--- config.mk ---
export PLATFORM = sky130hd
export DESIGN_NAME = rbm_ring
export DESIGN_NICKNAME = d
export VERILOG_FILES = /design/src/design/rbm_pkg.sv /design/src/design/rbm_if.sv /design/src/design/rbm_crc.sv /design/src/design/rbm_link.sv /design/src/design/rbm_ring.sv
export SDC_FILE = /design/constraint.sdc
export NUM_CORES = 1
export LEC_CHECK = 0
export ABC_AREA = 1
export BUFFER_PORTS_ARGS = -buffer_cell sky130_fd_sc_hd__clkbuf_2
export CAP_MARGIN = 20
export CELL_PAD_IN_SITES_DETAIL_PLACEMENT = 1
export CELL_PAD_IN_SITES_GLOBAL_PLACEMENT = 1
export CORE_UTILIZATION = 40
export CTS_BUF_LIST = sky130_fd_sc_hd__clkbuf_8
export DETAILED_ROUTE_END_ITERATION = 6
export PLACE_DENSITY_LB_ADDON = 0.1
export SYNTH_ARGS = -nofsm -noshare
export SYNTH_HDL_FRONTEND = slang
export SYNTH_SLANG_ARGS = --single-unit
export TNS_END_PERCENT = 10
--- constraint.sdc ---
create_clock -name pclk -period 5.66 [get_ports pclk]
set_input_delay 1.415 -clock pclk [delete_from_list [all_inputs] [get_ports pclk]]
set_output_delay 1.415 -clock pclk [all_outputs]
set_load 0.01 [all_outputs]
--- src/design/rbm_pkg.sv ---
// Shared constants and types for the receive buffer ring manager
package rbm_pkg;

	// Register byte offsets on the APB
	localparam logic [7:0] RBM_OFF_COMMAND = 8'h00;
	localparam logic [7:0] RBM_OFF_PAGE_START = 8'h04;
	localparam logic [7:0] RBM_OFF_PAGE_STOP = 8'h08;
	localparam logic [7:0] RBM_OFF_BOUNDARY = 8'h0c;
	localparam logic [7:0] RBM_OFF_CURRENT = 8'h10;
	localparam logic [7:0] RBM_OFF_INT_STATUS = 8'h14;
	localparam logic [7:0] RBM_OFF_RX_CONFIG = 8'h18;
	localparam logic [7:0] RBM_OFF_TX_CONFIG = 8'h1c;
	localparam logic [7:0] RBM_OFF_REMOTE_LOW = 8'h20;
	localparam logic [7:0] RBM_OFF_REMOTE_HIGH = 8'h24;
	localparam logic [7:0] RBM_OFF_MISSED = 8'h28;
	localparam logic [7:0] RBM_OFF_UPPER_ADDR = 8'h2c;
	localparam logic [7:0] RBM_OFF_DMA_ADDR = 8'h30;

	// Command register fields
	localparam int RBM_CMD_STOP = 0;
	localparam int RBM_CMD_START = 1;
	localparam int RBM_CMD_TXP = 2;
	localparam logic [7:0] RBM_CMD_RESET = 8'h21;

	// Interrupt status fields
	localparam int RBM_IS_RX_OK = 0;
	localparam int RBM_IS_TX_SENT = 1;
	localparam int RBM_IS_RX_ERR = 2;
	localparam int RBM_IS_TX_ERR = 3;
	localparam int RBM_IS_OVERWRITE = 4;
	localparam int RBM_IS_RESET = 7;

	// Configuration fields
	localparam int RBM_RXC_ACCEPT_ERR = 0;
	localparam int RBM_TXC_LOOP_LO = 1;
	localparam int RBM_TXC_LOOP_HI = 2;

	// Page layout and header size
	localparam logic [7:0] RBM_HDR_BYTES = 8'h04;
	localparam logic [7:0] RBM_PAGE_LAST = 8'hff;

	// Frame check sequence constants, reflected form
	localparam logic [31:0] RBM_CRC_POLY = 32'hedb88320;
	localparam logic [31:0] RBM_CRC_INIT = 32'hffffffff;
	localparam logic [31:0] RBM_CRC_RESIDUE = 32'hdebb20e3;

	typedef enum {RX_IDLE, RX_STORE, RX_DROP, RX_HEADER} rbm_rx_state_type;
	typedef enum {TX_IDLE, TX_DATA, TX_FCS} rbm_tx_state_type;

endpackage : rbm_pkg

--- src/design/rbm_if.sv ---
// Carriers between the ring manager core and its helper modules
`timescale 1ns/1ps

interface rbm_crc_if;
	logic clear;
	logic feed;
	logic [7:0] data;
	logic [31:0] value;
	logic residue_ok;
	modport user (output clear, output feed, output data,
		input value, input residue_ok);
	modport engine (input clear, input feed, input data,
		output value, output residue_ok);
endinterface : rbm_crc_if

interface rbm_link_if;
	logic [7:0] page;
	logic [7:0] start;
	logic [7:0] stop;
	logic [7:0] boundary;
	logic [7:0] next_page;
	logic hit_boundary;
	modport user (output page, output start, output stop, output boundary,
		input next_page, input hit_boundary);
	modport engine (input page, input start, input stop, input boundary,
		output next_page, output hit_boundary);
endinterface : rbm_link_if

--- src/design/rbm_crc.sv ---
// Byte-wide 32-bit frame check sequence engine
`timescale 1ns/1ps

module rbm_crc
	import rbm_pkg::*;
(
	input wire logic pclk, // Bus clock
	input wire logic presetn, // Async reset, active low
	rbm_crc_if.engine crc // Feed and result
);

	typedef struct packed {
		logic [31:0] crc;
	} rbm_crc_state_type;

	rbm_crc_state_type st;
	rbm_crc_state_type next_st;

	// One byte through the reflected polynomial, low bit first
	function automatic logic [31:0] rbm_crc_byte(input logic [31:0] c,
		input logic [7:0] d);
		logic [31:0] r;
		r = c ^ {24'h000000, d};
		for (int i = 0; i < 8; i++) begin
			r = r[0] ? ((r >> 1) ^ RBM_CRC_POLY) : (r >> 1);
		end
		return r;
	endfunction : rbm_crc_byte

	// Clear and feed may coincide on the first byte of a frame
	always_comb begin
		logic [31:0] base;
		base = crc.clear ? RBM_CRC_INIT : st.crc;
		next_st.crc = crc.feed ? rbm_crc_byte(base, crc.data) : base;
	end

	always_ff @(posedge pclk or negedge presetn) begin
		if (!presetn) begin
			st <= '{crc: RBM_CRC_INIT};
		end else begin
			st <= next_st;
		end
	end

	// A good frame, its own sequence included, leaves a fixed residue
	assign crc.value = st.crc;
	assign crc.residue_ok = (st.crc == RBM_CRC_RESIDUE);

endmodule : rbm_crc

--- src/design/rbm_link.sv ---
// Next-page computation with ring wrap and boundary test
`timescale 1ns/1ps

module rbm_link
	import rbm_pkg::*;
(
	rbm_link_if.engine lnk // Page in, next page and hit out
);

	logic [7:0] inc_page;

	// Pages are whole upper address bytes, so one value is one page
	assign inc_page = lnk.page + 8'h01;
	// Stop compare first, then boundary on the wrapped value
	assign lnk.next_page = (inc_page == lnk.stop) ? lnk.start : inc_page;
	assign lnk.hit_boundary = (lnk.next_page == lnk.boundary);

endmodule : rbm_link

--- src/design/rbm_ring.sv ---
// Receive buffer ring manager: APB registers, receive DMA and transmit FCS
`timescale 1ns/1ps

// Overview of operation
// Packets land in a ring of contiguous 256-byte pages
// DMA page reaching page stop reloads with page start
// Software never programs page start as zero
// Current page locates the header and rewinds after rejected packets
// Reaching the boundary page aborts reception, keeping unread packets
// Packet starts at current page, skipping four header bytes
// Full page continues in the very next page, no skipping
// Next page: test stop and wrap, then test boundary and abort
// 32-bit FCS appended on transmit and checked on receive
// Upper 16 address bits stay static, selecting a 64 kbyte window
// Every overflow needs full stop and restart recovery by software
// Recovery saves transmit pending then writes 0x21 to stop
// Stop lets the frame in progress finish before idling
// Software waits 1.6 ms, not trusting the reset status flag
// Recovery clears both remote byte count registers
// Resend only if pending and neither sent nor error flagged
// Software enters loopback 1 or 2 through config bits 2,1
// Software writes 0x22 to start, enabling packet draining
// After draining, software clears the overwrite warning flag
// Software leaves loopback with config bits 2,1 both zero
// With resend set, software clears it and writes 0x26
// Missed-packet tally holds still while stopped
// Accepted packet: header at first page, then current page advances
// Rejected packet rewinds to current page unless errors are accepted
// Page compares use the upper byte of the local address
module rbm_ring
	import rbm_pkg::*;
(
	input wire logic pclk, // Bus and DMA clock
	input wire logic presetn, // Async reset, active low
	input wire logic psel, // APB select
	input wire logic penable, // APB access phase
	input wire logic pwrite, // APB write
	input wire logic [7:0] paddr, // APB byte address
	input wire logic [31:0] pwdata, // APB write data
	output logic [31:0] prdata, // APB read data
	output logic pready, // APB ready, never waits
	output logic pslverr, // APB error on unmapped address
	input wire logic rx_valid, // Receive byte present
	input wire logic [7:0] rx_data, // Receive byte
	input wire logic rx_end, // Frame ended, pulse without data
	input wire logic rx_runt, // Frame was a runt, valid with rx_end
	input wire logic rx_align, // Alignment error, valid with rx_end
	input wire logic tx_in_valid, // Transmit byte offered
	input wire logic [7:0] tx_in_data, // Transmit byte
	input wire logic tx_in_last, // Last byte before the FCS
	output logic tx_in_ready, // Transmit byte taken
	output logic tx_out_valid, // Byte to the wire
	output logic [7:0] tx_out_data, // Byte to the wire
	input wire logic tx_fail, // Transmit failure pin, asynchronous
	output logic mem_we, // Buffer memory write strobe
	output logic [31:0] mem_addr, // Buffer memory byte address
	output logic [7:0] mem_wdata, // Buffer memory write data
	output logic stopped // Stopped and idle
);

	typedef struct packed {
		logic [7:0] cmd;
		logic [7:0] page_start_reg;
		logic [7:0] page_stop_reg;
		logic [7:0] boundary_reg;
		logic [7:0] current_page_reg;
		logic [7:0] interrupt_status_reg;
		logic [7:0] rx_cfg;
		logic [7:0] tx_cfg;
		logic [7:0] remote_count_low;
		logic [7:0] remote_count_high;
		logic [7:0] missed;
		logic [15:0] upper;
		logic [31:0] rdata;
		logic slverr;
		rbm_rx_state_type rxs;
		logic [15:0] waddr;
		logic [15:0] count;
		logic [7:0] next_free;
		logic [1:0] hdr_idx;
		logic [7:0] status_byte;
		logic we;
		logic [15:0] maddr;
		logic [7:0] wdata;
		rbm_tx_state_type txs;
		logic [1:0] fcs_idx;
		logic out_valid;
		logic [7:0] out_data;
		logic fail_s1;
		logic fail_s2;
		logic fail_s3;
	} rbm_state_type;

	rbm_state_type st;
	rbm_state_type next_st;

	rbm_crc_if rxc ();
	rbm_crc_if txc ();
	rbm_link_if lnk ();

	logic running;
	logic loopback;
	logic start_rx;
	logic fail_rise;

	// Address decode shared by read and write paths
	function automatic logic rbm_mapped(input logic [7:0] a);
		return (a[1:0] == 2'b00) && (a <= RBM_OFF_DMA_ADDR);
	endfunction : rbm_mapped

	function automatic logic [31:0] rbm_read(input rbm_state_type s,
		input logic [7:0] a);
		case (a)
			RBM_OFF_COMMAND: return {24'h000000, s.cmd};
			RBM_OFF_PAGE_START: return {24'h000000, s.page_start_reg};
			RBM_OFF_PAGE_STOP: return {24'h000000, s.page_stop_reg};
			RBM_OFF_BOUNDARY: return {24'h000000, s.boundary_reg};
			RBM_OFF_CURRENT: return {24'h000000, s.current_page_reg};
			RBM_OFF_INT_STATUS: return {24'h000000, s.interrupt_status_reg};
			RBM_OFF_RX_CONFIG: return {24'h000000, s.rx_cfg};
			RBM_OFF_TX_CONFIG: return {24'h000000, s.tx_cfg};
			RBM_OFF_REMOTE_LOW: return {24'h000000, s.remote_count_low};
			RBM_OFF_REMOTE_HIGH: return {24'h000000, s.remote_count_high};
			RBM_OFF_MISSED: return {24'h000000, s.missed};
			RBM_OFF_UPPER_ADDR: return {16'h0000, s.upper};
			RBM_OFF_DMA_ADDR: return {16'h0000, s.waddr};
			default: return 32'h00000000;
		endcase
	endfunction : rbm_read

	rbm_crc u_rx_crc (
		.pclk(pclk),
		.presetn(presetn),
		.crc(rxc.engine)
	);

	rbm_crc u_tx_crc (
		.pclk(pclk),
		.presetn(presetn),
		.crc(txc.engine)
	);

	rbm_link u_link (
		.lnk(lnk.engine)
	);

	assign running = !st.cmd[RBM_CMD_STOP];
	// Loopback keeps the local receive DMA off
	assign loopback = st.tx_cfg[RBM_TXC_LOOP_HI] | st.tx_cfg[RBM_TXC_LOOP_LO];
	assign start_rx = (st.rxs == RX_IDLE) && rx_valid && running && !loopback;
	// Edge detect reads only the settled stages of the synchroniser
	assign fail_rise = st.fail_s2 & ~st.fail_s3;

	// Link helper looks at the page of the byte being stored
	assign lnk.page = (st.rxs == RX_STORE) ? st.waddr[15:8] : st.current_page_reg;
	assign lnk.start = st.page_start_reg;
	assign lnk.stop = st.page_stop_reg;
	assign lnk.boundary = st.boundary_reg;

	assign rxc.clear = start_rx;
	assign rxc.feed = rx_valid && (start_rx || (st.rxs == RX_STORE));
	assign rxc.data = rx_data;
	assign txc.clear = (st.txs == TX_IDLE);
	assign txc.feed = (st.txs == TX_DATA) && tx_in_valid;
	assign txc.data = tx_in_data;

	always_comb begin
		logic bad;
		logic crc_bad;
		next_st = st;
		next_st.we = 1'b0;
		next_st.out_valid = 1'b0;
		next_st.fail_s1 = tx_fail;
		next_st.fail_s2 = st.fail_s1;
		next_st.fail_s3 = st.fail_s2;
		crc_bad = !rxc.residue_ok;
		bad = (crc_bad || rx_runt || rx_align) && !st.rx_cfg[RBM_RXC_ACCEPT_ERR];

		// Read data and error are caught in the setup cycle
		if (psel && !penable) begin
			next_st.rdata = rbm_read(st, paddr);
			next_st.slverr = !rbm_mapped(paddr);
		end

		// Writes take effect in the access cycle
		if (psel && penable && pwrite) begin
			case (paddr)
				RBM_OFF_COMMAND: begin
					next_st.cmd = pwdata[7:0];
					// A pending transmit is only cancelled by the engine
					next_st.cmd[RBM_CMD_TXP] = st.cmd[RBM_CMD_TXP] | pwdata[RBM_CMD_TXP];
				end
				RBM_OFF_PAGE_START: next_st.page_start_reg = pwdata[7:0];
				RBM_OFF_PAGE_STOP: next_st.page_stop_reg = pwdata[7:0];
				RBM_OFF_BOUNDARY: next_st.boundary_reg = pwdata[7:0];
				RBM_OFF_CURRENT: next_st.current_page_reg = pwdata[7:0];
				RBM_OFF_INT_STATUS: begin
					next_st.interrupt_status_reg = st.interrupt_status_reg & ~pwdata[7:0];
				end
				RBM_OFF_RX_CONFIG: next_st.rx_cfg = pwdata[7:0];
				RBM_OFF_TX_CONFIG: next_st.tx_cfg = pwdata[7:0];
				RBM_OFF_REMOTE_LOW: next_st.remote_count_low = pwdata[7:0];
				RBM_OFF_REMOTE_HIGH: next_st.remote_count_high = pwdata[7:0];
				RBM_OFF_UPPER_ADDR: next_st.upper = pwdata[15:0];
				default: ;
			endcase
		end

		// Receive DMA; flag sets below override a same-cycle clear
		case (st.rxs)
			RX_IDLE: begin
				if (start_rx) begin
					next_st.we = 1'b1;
					next_st.maddr = {st.current_page_reg, RBM_HDR_BYTES};
					next_st.wdata = rx_data;
					next_st.waddr = {st.current_page_reg, RBM_HDR_BYTES} + 16'h0001;
					next_st.count = {8'h00, RBM_HDR_BYTES} + 16'h0001;
					next_st.rxs = RX_STORE;
				end else if (rx_valid) begin
					// Stopped or in loopback: let the frame pass unstored
					next_st.rxs = RX_DROP;
				end
			end
			RX_STORE: begin
				if (rx_end) begin
					if (bad) begin
						// Current page untouched, so every page used is reclaimed
						next_st.waddr = {st.current_page_reg, RBM_HDR_BYTES};
						next_st.interrupt_status_reg[RBM_IS_RX_ERR] = 1'b1;
						next_st.rxs = RX_IDLE;
					end else begin
						// Leftover bytes of the last page are given up
						next_st.next_free = (st.waddr[7:0] == 8'h00) ?
							st.waddr[15:8] : lnk.next_page;
						next_st.status_byte = {5'h00, rx_align, crc_bad, 1'b1};
						next_st.hdr_idx = 2'b00;
						next_st.rxs = RX_HEADER;
					end
				end else if (rx_valid) begin
					next_st.we = 1'b1;
					next_st.maddr = st.waddr;
					next_st.wdata = rx_data;
					next_st.waddr = st.waddr + 16'h0001;
					next_st.count = st.count + 16'h0001;
					if (st.waddr[7:0] == RBM_PAGE_LAST) begin
						if (lnk.hit_boundary) begin
							// Unread pages stay intact; the rest of the frame is lost
							next_st.interrupt_status_reg[RBM_IS_OVERWRITE] = 1'b1;
							if (running && (st.missed != 8'hff)) begin
								next_st.missed = st.missed + 8'h01;
							end
							next_st.rxs = RX_DROP;
						end else begin
							next_st.waddr = {lnk.next_page, 8'h00};
						end
					end
				end
			end
			RX_DROP: begin
				if (rx_end) begin
					next_st.rxs = RX_IDLE;
				end
			end
			RX_HEADER: begin
				// Header goes back to the packet's first page
				next_st.we = 1'b1;
				next_st.maddr = {st.current_page_reg, 6'h00, st.hdr_idx};
				case (st.hdr_idx)
					2'b00: next_st.wdata = st.status_byte;
					2'b01: next_st.wdata = st.next_free;
					2'b10: next_st.wdata = st.count[7:0];
					default: next_st.wdata = st.count[15:8];
				endcase
				next_st.hdr_idx = st.hdr_idx + 2'b01;
				if (st.hdr_idx == 2'b11) begin
					next_st.current_page_reg = st.next_free;
					next_st.interrupt_status_reg[RBM_IS_RX_OK] = 1'b1;
					next_st.rxs = RX_IDLE;
				end
			end
			default: next_st.rxs = RX_IDLE;
		endcase

		// Transmit path; a stop does not cut a frame already started
		case (st.txs)
			TX_IDLE: begin
				if (st.cmd[RBM_CMD_TXP] && running) begin
					next_st.txs = TX_DATA;
				end
			end
			TX_DATA: begin
				if (tx_in_valid) begin
					next_st.out_valid = 1'b1;
					next_st.out_data = tx_in_data;
					if (tx_in_last) begin
						next_st.fcs_idx = 2'b00;
						next_st.txs = TX_FCS;
					end
				end
			end
			TX_FCS: begin
				// Sequence goes out inverted, low byte first
				next_st.out_valid = 1'b1;
				next_st.out_data = ~txc.value[8 * st.fcs_idx +: 8];
				next_st.fcs_idx = st.fcs_idx + 2'b01;
				if (st.fcs_idx == 2'b11) begin
					next_st.cmd[RBM_CMD_TXP] = 1'b0;
					next_st.interrupt_status_reg[RBM_IS_TX_SENT] = 1'b1;
					next_st.txs = TX_IDLE;
				end
			end
			default: next_st.txs = TX_IDLE;
		endcase
		if (fail_rise && (st.txs != TX_IDLE)) begin
			next_st.cmd[RBM_CMD_TXP] = 1'b0;
			next_st.interrupt_status_reg[RBM_IS_TX_ERR] = 1'b1;
			next_st.txs = TX_IDLE;
		end

		// Idle only once both channels have let their frames finish
		if (!running && (st.rxs == RX_IDLE) && (st.txs == TX_IDLE)) begin
			next_st.interrupt_status_reg[RBM_IS_RESET] = 1'b1;
		end else if (running) begin
			next_st.interrupt_status_reg[RBM_IS_RESET] = 1'b0;
		end
	end

	always_ff @(posedge pclk or negedge presetn) begin
		if (!presetn) begin
			st <= '0;
			st.cmd <= RBM_CMD_RESET;
			st.rxs <= RX_IDLE;
			st.txs <= TX_IDLE;
		end else begin
			st <= next_st;
		end
	end

	assign prdata = st.rdata;
	assign pready = 1'b1;
	assign pslverr = st.slverr;
	assign tx_in_ready = (st.txs == TX_DATA);
	assign tx_out_valid = st.out_valid;
	assign tx_out_data = st.out_data;
	assign mem_we = st.we;
	assign mem_addr = {st.upper, st.maddr};
	assign mem_wdata = st.wdata;
	assign stopped = st.interrupt_status_reg[RBM_IS_RESET];

endmodule : rbm_ring

# --- Yosys cells after proc, flatten, opt, wreduce, memory -nomap -nowiden ---
# Index checks and enable logic that the tools add are counted.
# W data, S select, Z words.
word_totals:
  reg_bits: 349
  latchBits: 0
  ram_bits: 0
  romBits: 0
  inputBits: 68
  wordCells: 266
  mem_count: 0
classes:
  add_sub_neg: 7
  multipliers: 0
  div: 0
  n_lt_le_gt_ge: 1
  n_eq_ne: 48
  shifts: 1
  n_mux: 85
  bitwise: 27
  n_reduce_logical: 61
ops:
  columns: ["operator", "count"]
  rows:
  - ["$mux W32", 29]
  - ["$not A13 Y14", 16]
  - ["$pmux W16 S13", 1]
  - ["$eq A32 B2 Y1 const B", 5]
  - ["$logic_not A32 Y1", 4]
  - ["$pmux W32 S4", 1]
  - ["$mux W8", 14]
  - ["$mux W48", 2]
  - ["$pmux W32 S3", 1]
  - ["$mux W25", 3]
  - ["$mux W75", 1]
  - ["$pmux W25 S3", 1]
  - ["$eq A32 B1 Y1 const B", 2]
  - ["$mux W64", 1]
  - ["$pmux W32 S2", 1]
  - ["$xor A32 B8 Y32", 2]
  - ["$add A16 B1 Y16 const B", 3]
  - ["$mux W16", 3]
  - ["$mux W43", 1]
  - ["$eq A8 B6 Y1 const B", 5]
  - ["$mux W34", 1]
  - ["$eq A32 B32 Y1 const B", 1]
  - ["$eq A8 B5 Y1 const B", 4]
  - ["$reduce_bool A32 Y1", 1]
  - ["37 further kinds", 127]

# --- Longest topological paths before layout ---
depth:
  ltp_word: 23
  mapped_depth: 27
  mapped_depth_nobuf: 26

# --- Hierarchy ---
# Synthesis repeated with hierarchy kept, for this count alone.
unflattened:
  cells_unflattened: 2513
  hier_area_um2: 17827.1
by_module_without_submodules:
  columns: ["module", "n_inst", "cells_each", "area_per_inst_um2", "seq_area_each_um2"]
  rows:
  - ["rbm_ring", 1, 1542, 11654.9, 5232.5]
  - ["rbm_crc", 2, 398, 2627.5, 840.8]
  - ["rbm_link", 1, 175, 917.1, 0.0]

# --- Worst setup path after synthesis ---
# OpenSTA, ideal clock, no wires.
synth_path:
  path_kind: "input -> register"
  startpoint: "in rx_valid"
  endpoint: "reg st[103] in the netlist's numbering"
  setup_ns: 0.132
  arrival_time_ns: 3.230
  required_ns: 5.528
  setup_slack_ns: 2.298
  path_stages: 18
  path_buffers: 0
  path_cell_list: "inv_1 -> nor2_1 -> inv_1 -> nor2_2 -> inv_2 -> nand2_2 -> nand4_1 -> nor2_1 -> inv_1 -> nor2_1 -> nand2_1 -> nor3_1 -> nand2_1 -> nor2_1 -> nand3_1 -> nor2_1 -> nand2_1 -> nor3b_1"
synth_between:
  elab_chain_cells: 5
  word_cells_on_any_way: 6
  cone_classes: "2 x eq/ne; 4 x reduce/logical"
synth_rtl:
  columns: ["element", "line", "source"]
  rows:
  - ["start, declared", "rbm_ring.sv:43", "input wire logic rx_valid,"]
  - ["$logic_and A1 B1 Y1 (3 in series)", "rbm_ring.sv:150", "assign start_rx = (st.rxs == RX_IDLE) && rx_valid && running && !loopback;"]
  - ["$ne A2 B2 Y1 (no source line)", null, null]
  - ["$reduce_and A4 Y1 (no source line) (*)", null, null]
  - ["end signal, assigned", "rbm_ring.sv:335", "st <= next_st;"]
  - ["end, declared", "rbm_ring.sv:94", "rbm_state_type st;"]
# Mark *: on every way between the ends. The rest lies on a longest branch, timed or not.
# A chain may end at the register's enable or synchronous reset.

# --- Worst setup path in the final report ---
layout_path:
  startpoint: "reg st[121] in the netlist's numbering"
  endpoint: "reg st[114] in the netlist's numbering"
layout_between:
  elab_chain_cells: 11
  word_cells_on_any_way: 22
  cone_classes: "1 x add/sub; 7 x eq/ne; 7 x mux; 7 x reduce/logical"
layout_rtl:
  columns: ["element", "line", "source"]
  rows:
  - ["$eq A32 B2 Y1", "rbm_ring.sv:155", "assign lnk.page = (st.rxs == RX_STORE) ? st.waddr[15:8] : st.current_page_reg;"]
  - ["$mux W8", "rbm_ring.sv:155", null]
  - ["$add A8 B1 Y8", "rbm_link.sv:13", "assign inc_page = lnk.page + 8'h01;"]
  - ["$eq A8 B8 Y1", "rbm_link.sv:15", "assign lnk.next_page = (inc_page == lnk.stop) ? lnk.start : inc_page;"]
  - ["$mux W8", "rbm_link.sv:15", null]
  - ["$eq A8 B8 Y1", "rbm_link.sv:16", "assign lnk.hit_boundary = (lnk.next_page == lnk.boundary);"]
  - ["$mux W16", "rbm_ring.sv:246", "if (lnk.hit_boundary) begin"]
  - ["$mux W48", "rbm_ring.sv:245", "if (st.waddr[7:0] == RBM_PAGE_LAST) begin"]
  - ["$mux W64", "rbm_ring.sv:239", "end else if (rx_valid) begin"]
  - ["$mux W48", "rbm_ring.sv:225", "if (rx_end) begin"]
  - ["$pmux W32 S2", "rbm_ring.sv:210", "case (st.rxs)"]
# Parallel ways exist; a longest one is shown, timed or not. The select of a mux whose other input is x is not followed.

==> flow_results.xml <==
<?xml version="1.0" encoding="UTF-8"?>
<metrics>
  <group name="run_status">
    <metric name="result_of_the_run" unit="">completed</metric>
  </group>
  <group name="cells_and_area">
    <metric name="commonest_non_fill_non_tap_cells_in_the_layout" unit="">sky130_fd_sc_hd__nand2_1 (461), sky130_fd_sc_hd__inv_1 (230), sky130_fd_sc_hd__dfrtp_1 (207), sky130_fd_sc_hd__o21ai_0 (204), sky130_fd_sc_hd__nor2_1 (136)</metric>
    <metric name="finalNetCount" unit="">2165</metric>
    <metric name="instances_no_fill" unit="">2648</metric>
    <metric name="area_growth" unit="%">9.80</metric>
    <metric name="fin_util" unit="%">44.5</metric>
    <metric name="registers.top_by_ff_count" unit="">st</metric>
    <metric name="largest_register_ff_count" unit="">115</metric>
    <metric name="count_of_fill_cells_added_during_filler_insertion" unit="">4950</metric>
    <metric name="drive_above_1_share" unit="%">16.2</metric>
    <metric name="antenna_cells_inserted" unit="">0</metric>
    <metric name="layout_commonest_cell" unit="">sky130_fd_sc_hd__nand2_1</metric>
  </group>
  <group name="cts">
    <metric name="cts_inserted_buffers" unit="">53</metric>
    <metric name="post_cts.repair.setup_buffers" unit="">0</metric>
    <metric name="cts_tree" unit="">done</metric>
    <metric name="tritoncts_num_sinks" unit="">273</metric>
    <metric name="root_buffer" unit="">sky130_fd_sc_hd__clkbuf_8</metric>
    <metric name="htreeDepth" unit="">2</metric>
    <metric name="max-clock-path-buffers" unit="">3</metric>
    <metric name="cts_hold_buffers" unit="">0</metric>
    <metric name="clkSlewWorstSetupHoldPaths" unit="ns">0.06</metric>
    <metric name="clk-insertion-delay-late" unit="ns">0.64</metric>
    <metric name="ctsResizeCount" unit="">0</metric>
  </group>
  <group name="floorplanning">
    <metric name="fp.dieArea" unit="µm²">41200</metric>
    <metric name="core-area" unit="µm²">39800</metric>
    <metric name="ioPinCount" unit="">154</metric>
    <metric name="die-height" unit="µm">203</metric>
    <metric name="rows" unit="">73</metric>
    <metric name="fp.dieW" unit="µm">203</metric>
    <metric name="starting_density_of_the_core" unit="%">40.6</metric>
  </group>
  <group name="global_routing">
    <metric name="wire_length_of_the_first_global_routing_pass" unit="mm">83.9</metric>
    <metric name="grt_util_all_layers" unit="%">26.3</metric>
    <metric name="global_route.overflow_total" unit="">0</metric>
    <metric name="pin_count_of_the_biggest_net_entering_global_routing" unit="">108</metric>
    <metric name="initial_antenna_violation_count" unit="">0</metric>
    <metric name="number_of_global_route_vias_before_repair" unit="">14600</metric>
  </group>
  <group name="synth">
    <metric name="synth.area.top_cells" unit="">sky130_fd_sc_hd__dfrtp_1 (32%), sky130_fd_sc_hd__dfstp_2 (11%), sky130_fd_sc_hd__nand2_1 (11%)</metric>
    <metric name="summed_instance_area_of_the_synthesized_netlist" unit="µm²">16200</metric>
    <metric name="yosysSeqAreaShare" unit="%">42.8</metric>
    <metric name="post-synth-top-area-cell" unit="">sky130_fd_sc_hd__dfrtp_1</metric>
    <metric name="synth_cell_type_count" unit="">60</metric>
    <metric name="synth-warning-count" unit="">0</metric>
    <metric name="postSynthAreaPerCell" unit="µm²">7.96</metric>
    <metric name="synth_enable_flop_cells" unit="">0</metric>
    <metric name="synth_top_area_share" unit="%">32.1</metric>
    <metric name="synth-async-reset-ratio" unit="%">100</metric>
    <metric name="ys_seq_elements" unit="">273</metric>
    <metric name="synth_ff_type" unit="">sky130_fd_sc_hd__dfrtp_1</metric>
    <metric name="synthesis.instances" unit="">2030</metric>
  </group>
  <group name="detailed_routing">
    <metric name="detail_route.vias_per_cell" unit="">5.33</metric>
    <metric name="vias" unit="">14100</metric>
    <metric name="drt_first_iter_violations" unit="">845</metric>
    <metric name="tritonroute_pass_1_iters" unit="">5</metric>
    <metric name="wl_per_cell" unit="µm">20.0</metric>
    <metric name="detail_route.drc_violations" unit="">0</metric>
    <metric name="antenna_left" unit="">0</metric>
    <metric name="drt-total-wl" unit="mm">52.9</metric>
  </group>
  <group name="timing">
    <metric name="period_needed" unit="ns">4.43</metric>
    <metric name="fin_tns_setup" unit="ns">0</metric>
    <metric name="worst_slew_pin_slew" unit="ns">1.03</metric>
    <metric name="count_of_endpoints_failing_hold_in_the_final_timing_report" unit="">0</metric>
    <metric name="max_slew_margin" unit="%">31.6</metric>
    <metric name="final-setup-viol-count" unit="">0</metric>
    <metric name="rsz0062_at_grt" unit="">no</metric>
    <metric name="final.period_utilization" unit="%">78.2</metric>
    <metric name="timing.final.max_slew_violations" unit="">0</metric>
    <metric name="highest_clock_rate" unit="MHz">226</metric>
    <metric name="fin_skew" unit="ns">0.0208</metric>
  </group>
  <group name="flow_run">
    <metric name="maxCapViolations" unit="">0</metric>
  </group>
  <group name="worst_setup_path">
    <metric name="worstSetupEndpointType" unit="">register</metric>
    <metric name="cp-start-kind" unit="">register</metric>
    <metric name="timing_worst_setup_path_type" unit="">reg2reg</metric>
    <metric name="crit_fanout" unit="">19</metric>
    <metric name="cp_data_required_time" unit="ns">6.17</metric>
    <metric name="critical_path_arrival" unit="ns">4.94</metric>
  </group>
  <group name="placed_design">
    <metric name="io_buffers" unit="">120</metric>
    <metric name="dp_hpwl" unit="mm">38.6</metric>
    <metric name="post-place-cells" unit="">2553</metric>
    <metric name="globalplace.congestion" unit="">0.874</metric>
  </group>
  <group name="power_and_ir_drop">
    <metric name="cellPowerDensity" unit="nW/µm²">530</metric>
    <metric name="irDropWorstVdd" unit="V">0.000482</metric>
    <metric name="power.leakage" unit="nW">8.69</metric>
  </group>
  <group name="min_path">
    <metric name="hold_class" unit="">reg2reg</metric>
  </group>
</metrics>
critical path: stages (launching register included):
cell and delay, ns:
sky130_fd_sc_hd__dfrtp_1 0.84, sky130_fd_sc_hd__nand2_4 0.33, sky130_fd_sc_hd__nand2_1 0.20, sky130_fd_sc_hd__nand2_4 0.11, sky130_fd_sc_hd__ha_1 0.34, sky130_fd_sc_hd__xnor2_1 0.14
sky130_fd_sc_hd__o21ai_1 0.08, sky130_fd_sc_hd__nor2_1 0.16, sky130_fd_sc_hd__nand3_1 0.09, sky130_fd_sc_hd__nor2_1 0.13, sky130_fd_sc_hd__nand2_1 0.07, sky130_fd_sc_hd__nor2_2 0.38
sky130_fd_sc_hd__nand3_1 0.17, sky130_fd_sc_hd__nand2_1 0.22, sky130_fd_sc_hd__nand2_1 0.08, sky130_fd_sc_hd__nand2_1 0.11, sky130_fd_sc_hd__nand2_1 0.07, sky130_fd_sc_hd__nor2_2 0.23
sky130_fd_sc_hd__nand2_4 0.15, sky130_fd_sc_hd__nand2_4 0.15, sky130_fd_sc_hd__nand2_1 0.10, sky130_fd_sc_hd__nand3_1 0.08, sky130_fd_sc_hd__a21oi_1 0.06
worst paths after layout:
kind,to,slack [ns],cells past startpoint,start
worst min register to register,next_st[0],0.36,0,next_st[1]
max in group asynchronous,st[209],3.68,2,presetn
worst max register to register,st[114],1.23,22,st[121]
min in group asynchronous,mem_addr[5],0.80,1,presetn
worst max-delay path,st[114],1.23,22,st[121]
worst min-delay path,next_st[0],0.36,0,next_st[1]
cell families (layout without fill, tap and decap cells):
family	Yosys count	after routing	synth area share, %
DFF	273	273	42.8
other	2	17	0.0465
adders and majority gates	14	14	1.08
AOI/OAI and AO/OA	406	406	14.9
and+or+nand+nor	819	819	22.0
xor gates and xnor gates	142	142	8.05
muxes	5	5	0.333
buffers and inverters	369	447	10.7
cells in the mapped netlist (all sizes together) (3+ instances only):
cell type,n
nand3,118
nand4,15
a21oi,74
a221oi,14
o211ai,5
inv,213
a32o,6
xnor2,42
buf,93
o221ai,9
dfstp,66
a31oi,11
nand3b,9
a22o,10
dfrtp,207
nor4,5
a2111oi,4
nand2,475
clkinv,3
a22oi,28
nor2,151
mux2,3
clkbuf,60
or2,14
ha,14
a21o,7
xor2,100
o22ai,21
nor3b,3
o21ai,207
nor3,26
layout make-up:
type	instances	area [µm²]	share of cell area [%]
Inverter	216	811	4.57
Tap cell	525	657	3.70
Clock buffer	66	908	5.12
Clock inverter	29	125	0.705
Multi-Input combinational cell	1403	7560	42.7
Sequential cell	273	6910	39.0
Timing Repair Buffer	136	756	4.26
per-stage QoR:
step	setup slack, ns	instance area, µm²	total power, mW	hold WS (ns)
floorplan	2.30	16200	6.27	0.331
global placement	1.31	16700	7.31	0.338
global route	0.878	17700	10.1	0.361
finish	1.23	17700	9.40	0.356
CTS	1.28	17700	9.48	0.357
detailed placement	1.30	16700	7.47	0.339
power breakdown:
group	internal, mW	total, mW	switching (mW)
Sequential	2.50	2.82	0.326
Clock	1.04	1.94	0.898
Combinational	1.55	4.63	3.08
Total	5.09	9.40	4.30
per-layer routing:
| metal | share of wire (%) | GRT usage, % | vias to the layer above |
|---|---|---|---|
| li1 | - | - | 6661 |
| met1 | 46 | 36.0 | 7070 |
| met2 | 47 | 42.3 | 291 |
| met3 | 4.3 | 4.53 | 86 |
| met4 | 2.4 | 7.95 | 0 |
| met5 | 0 | 0 | - |
(Power assumes the default switching activity.)
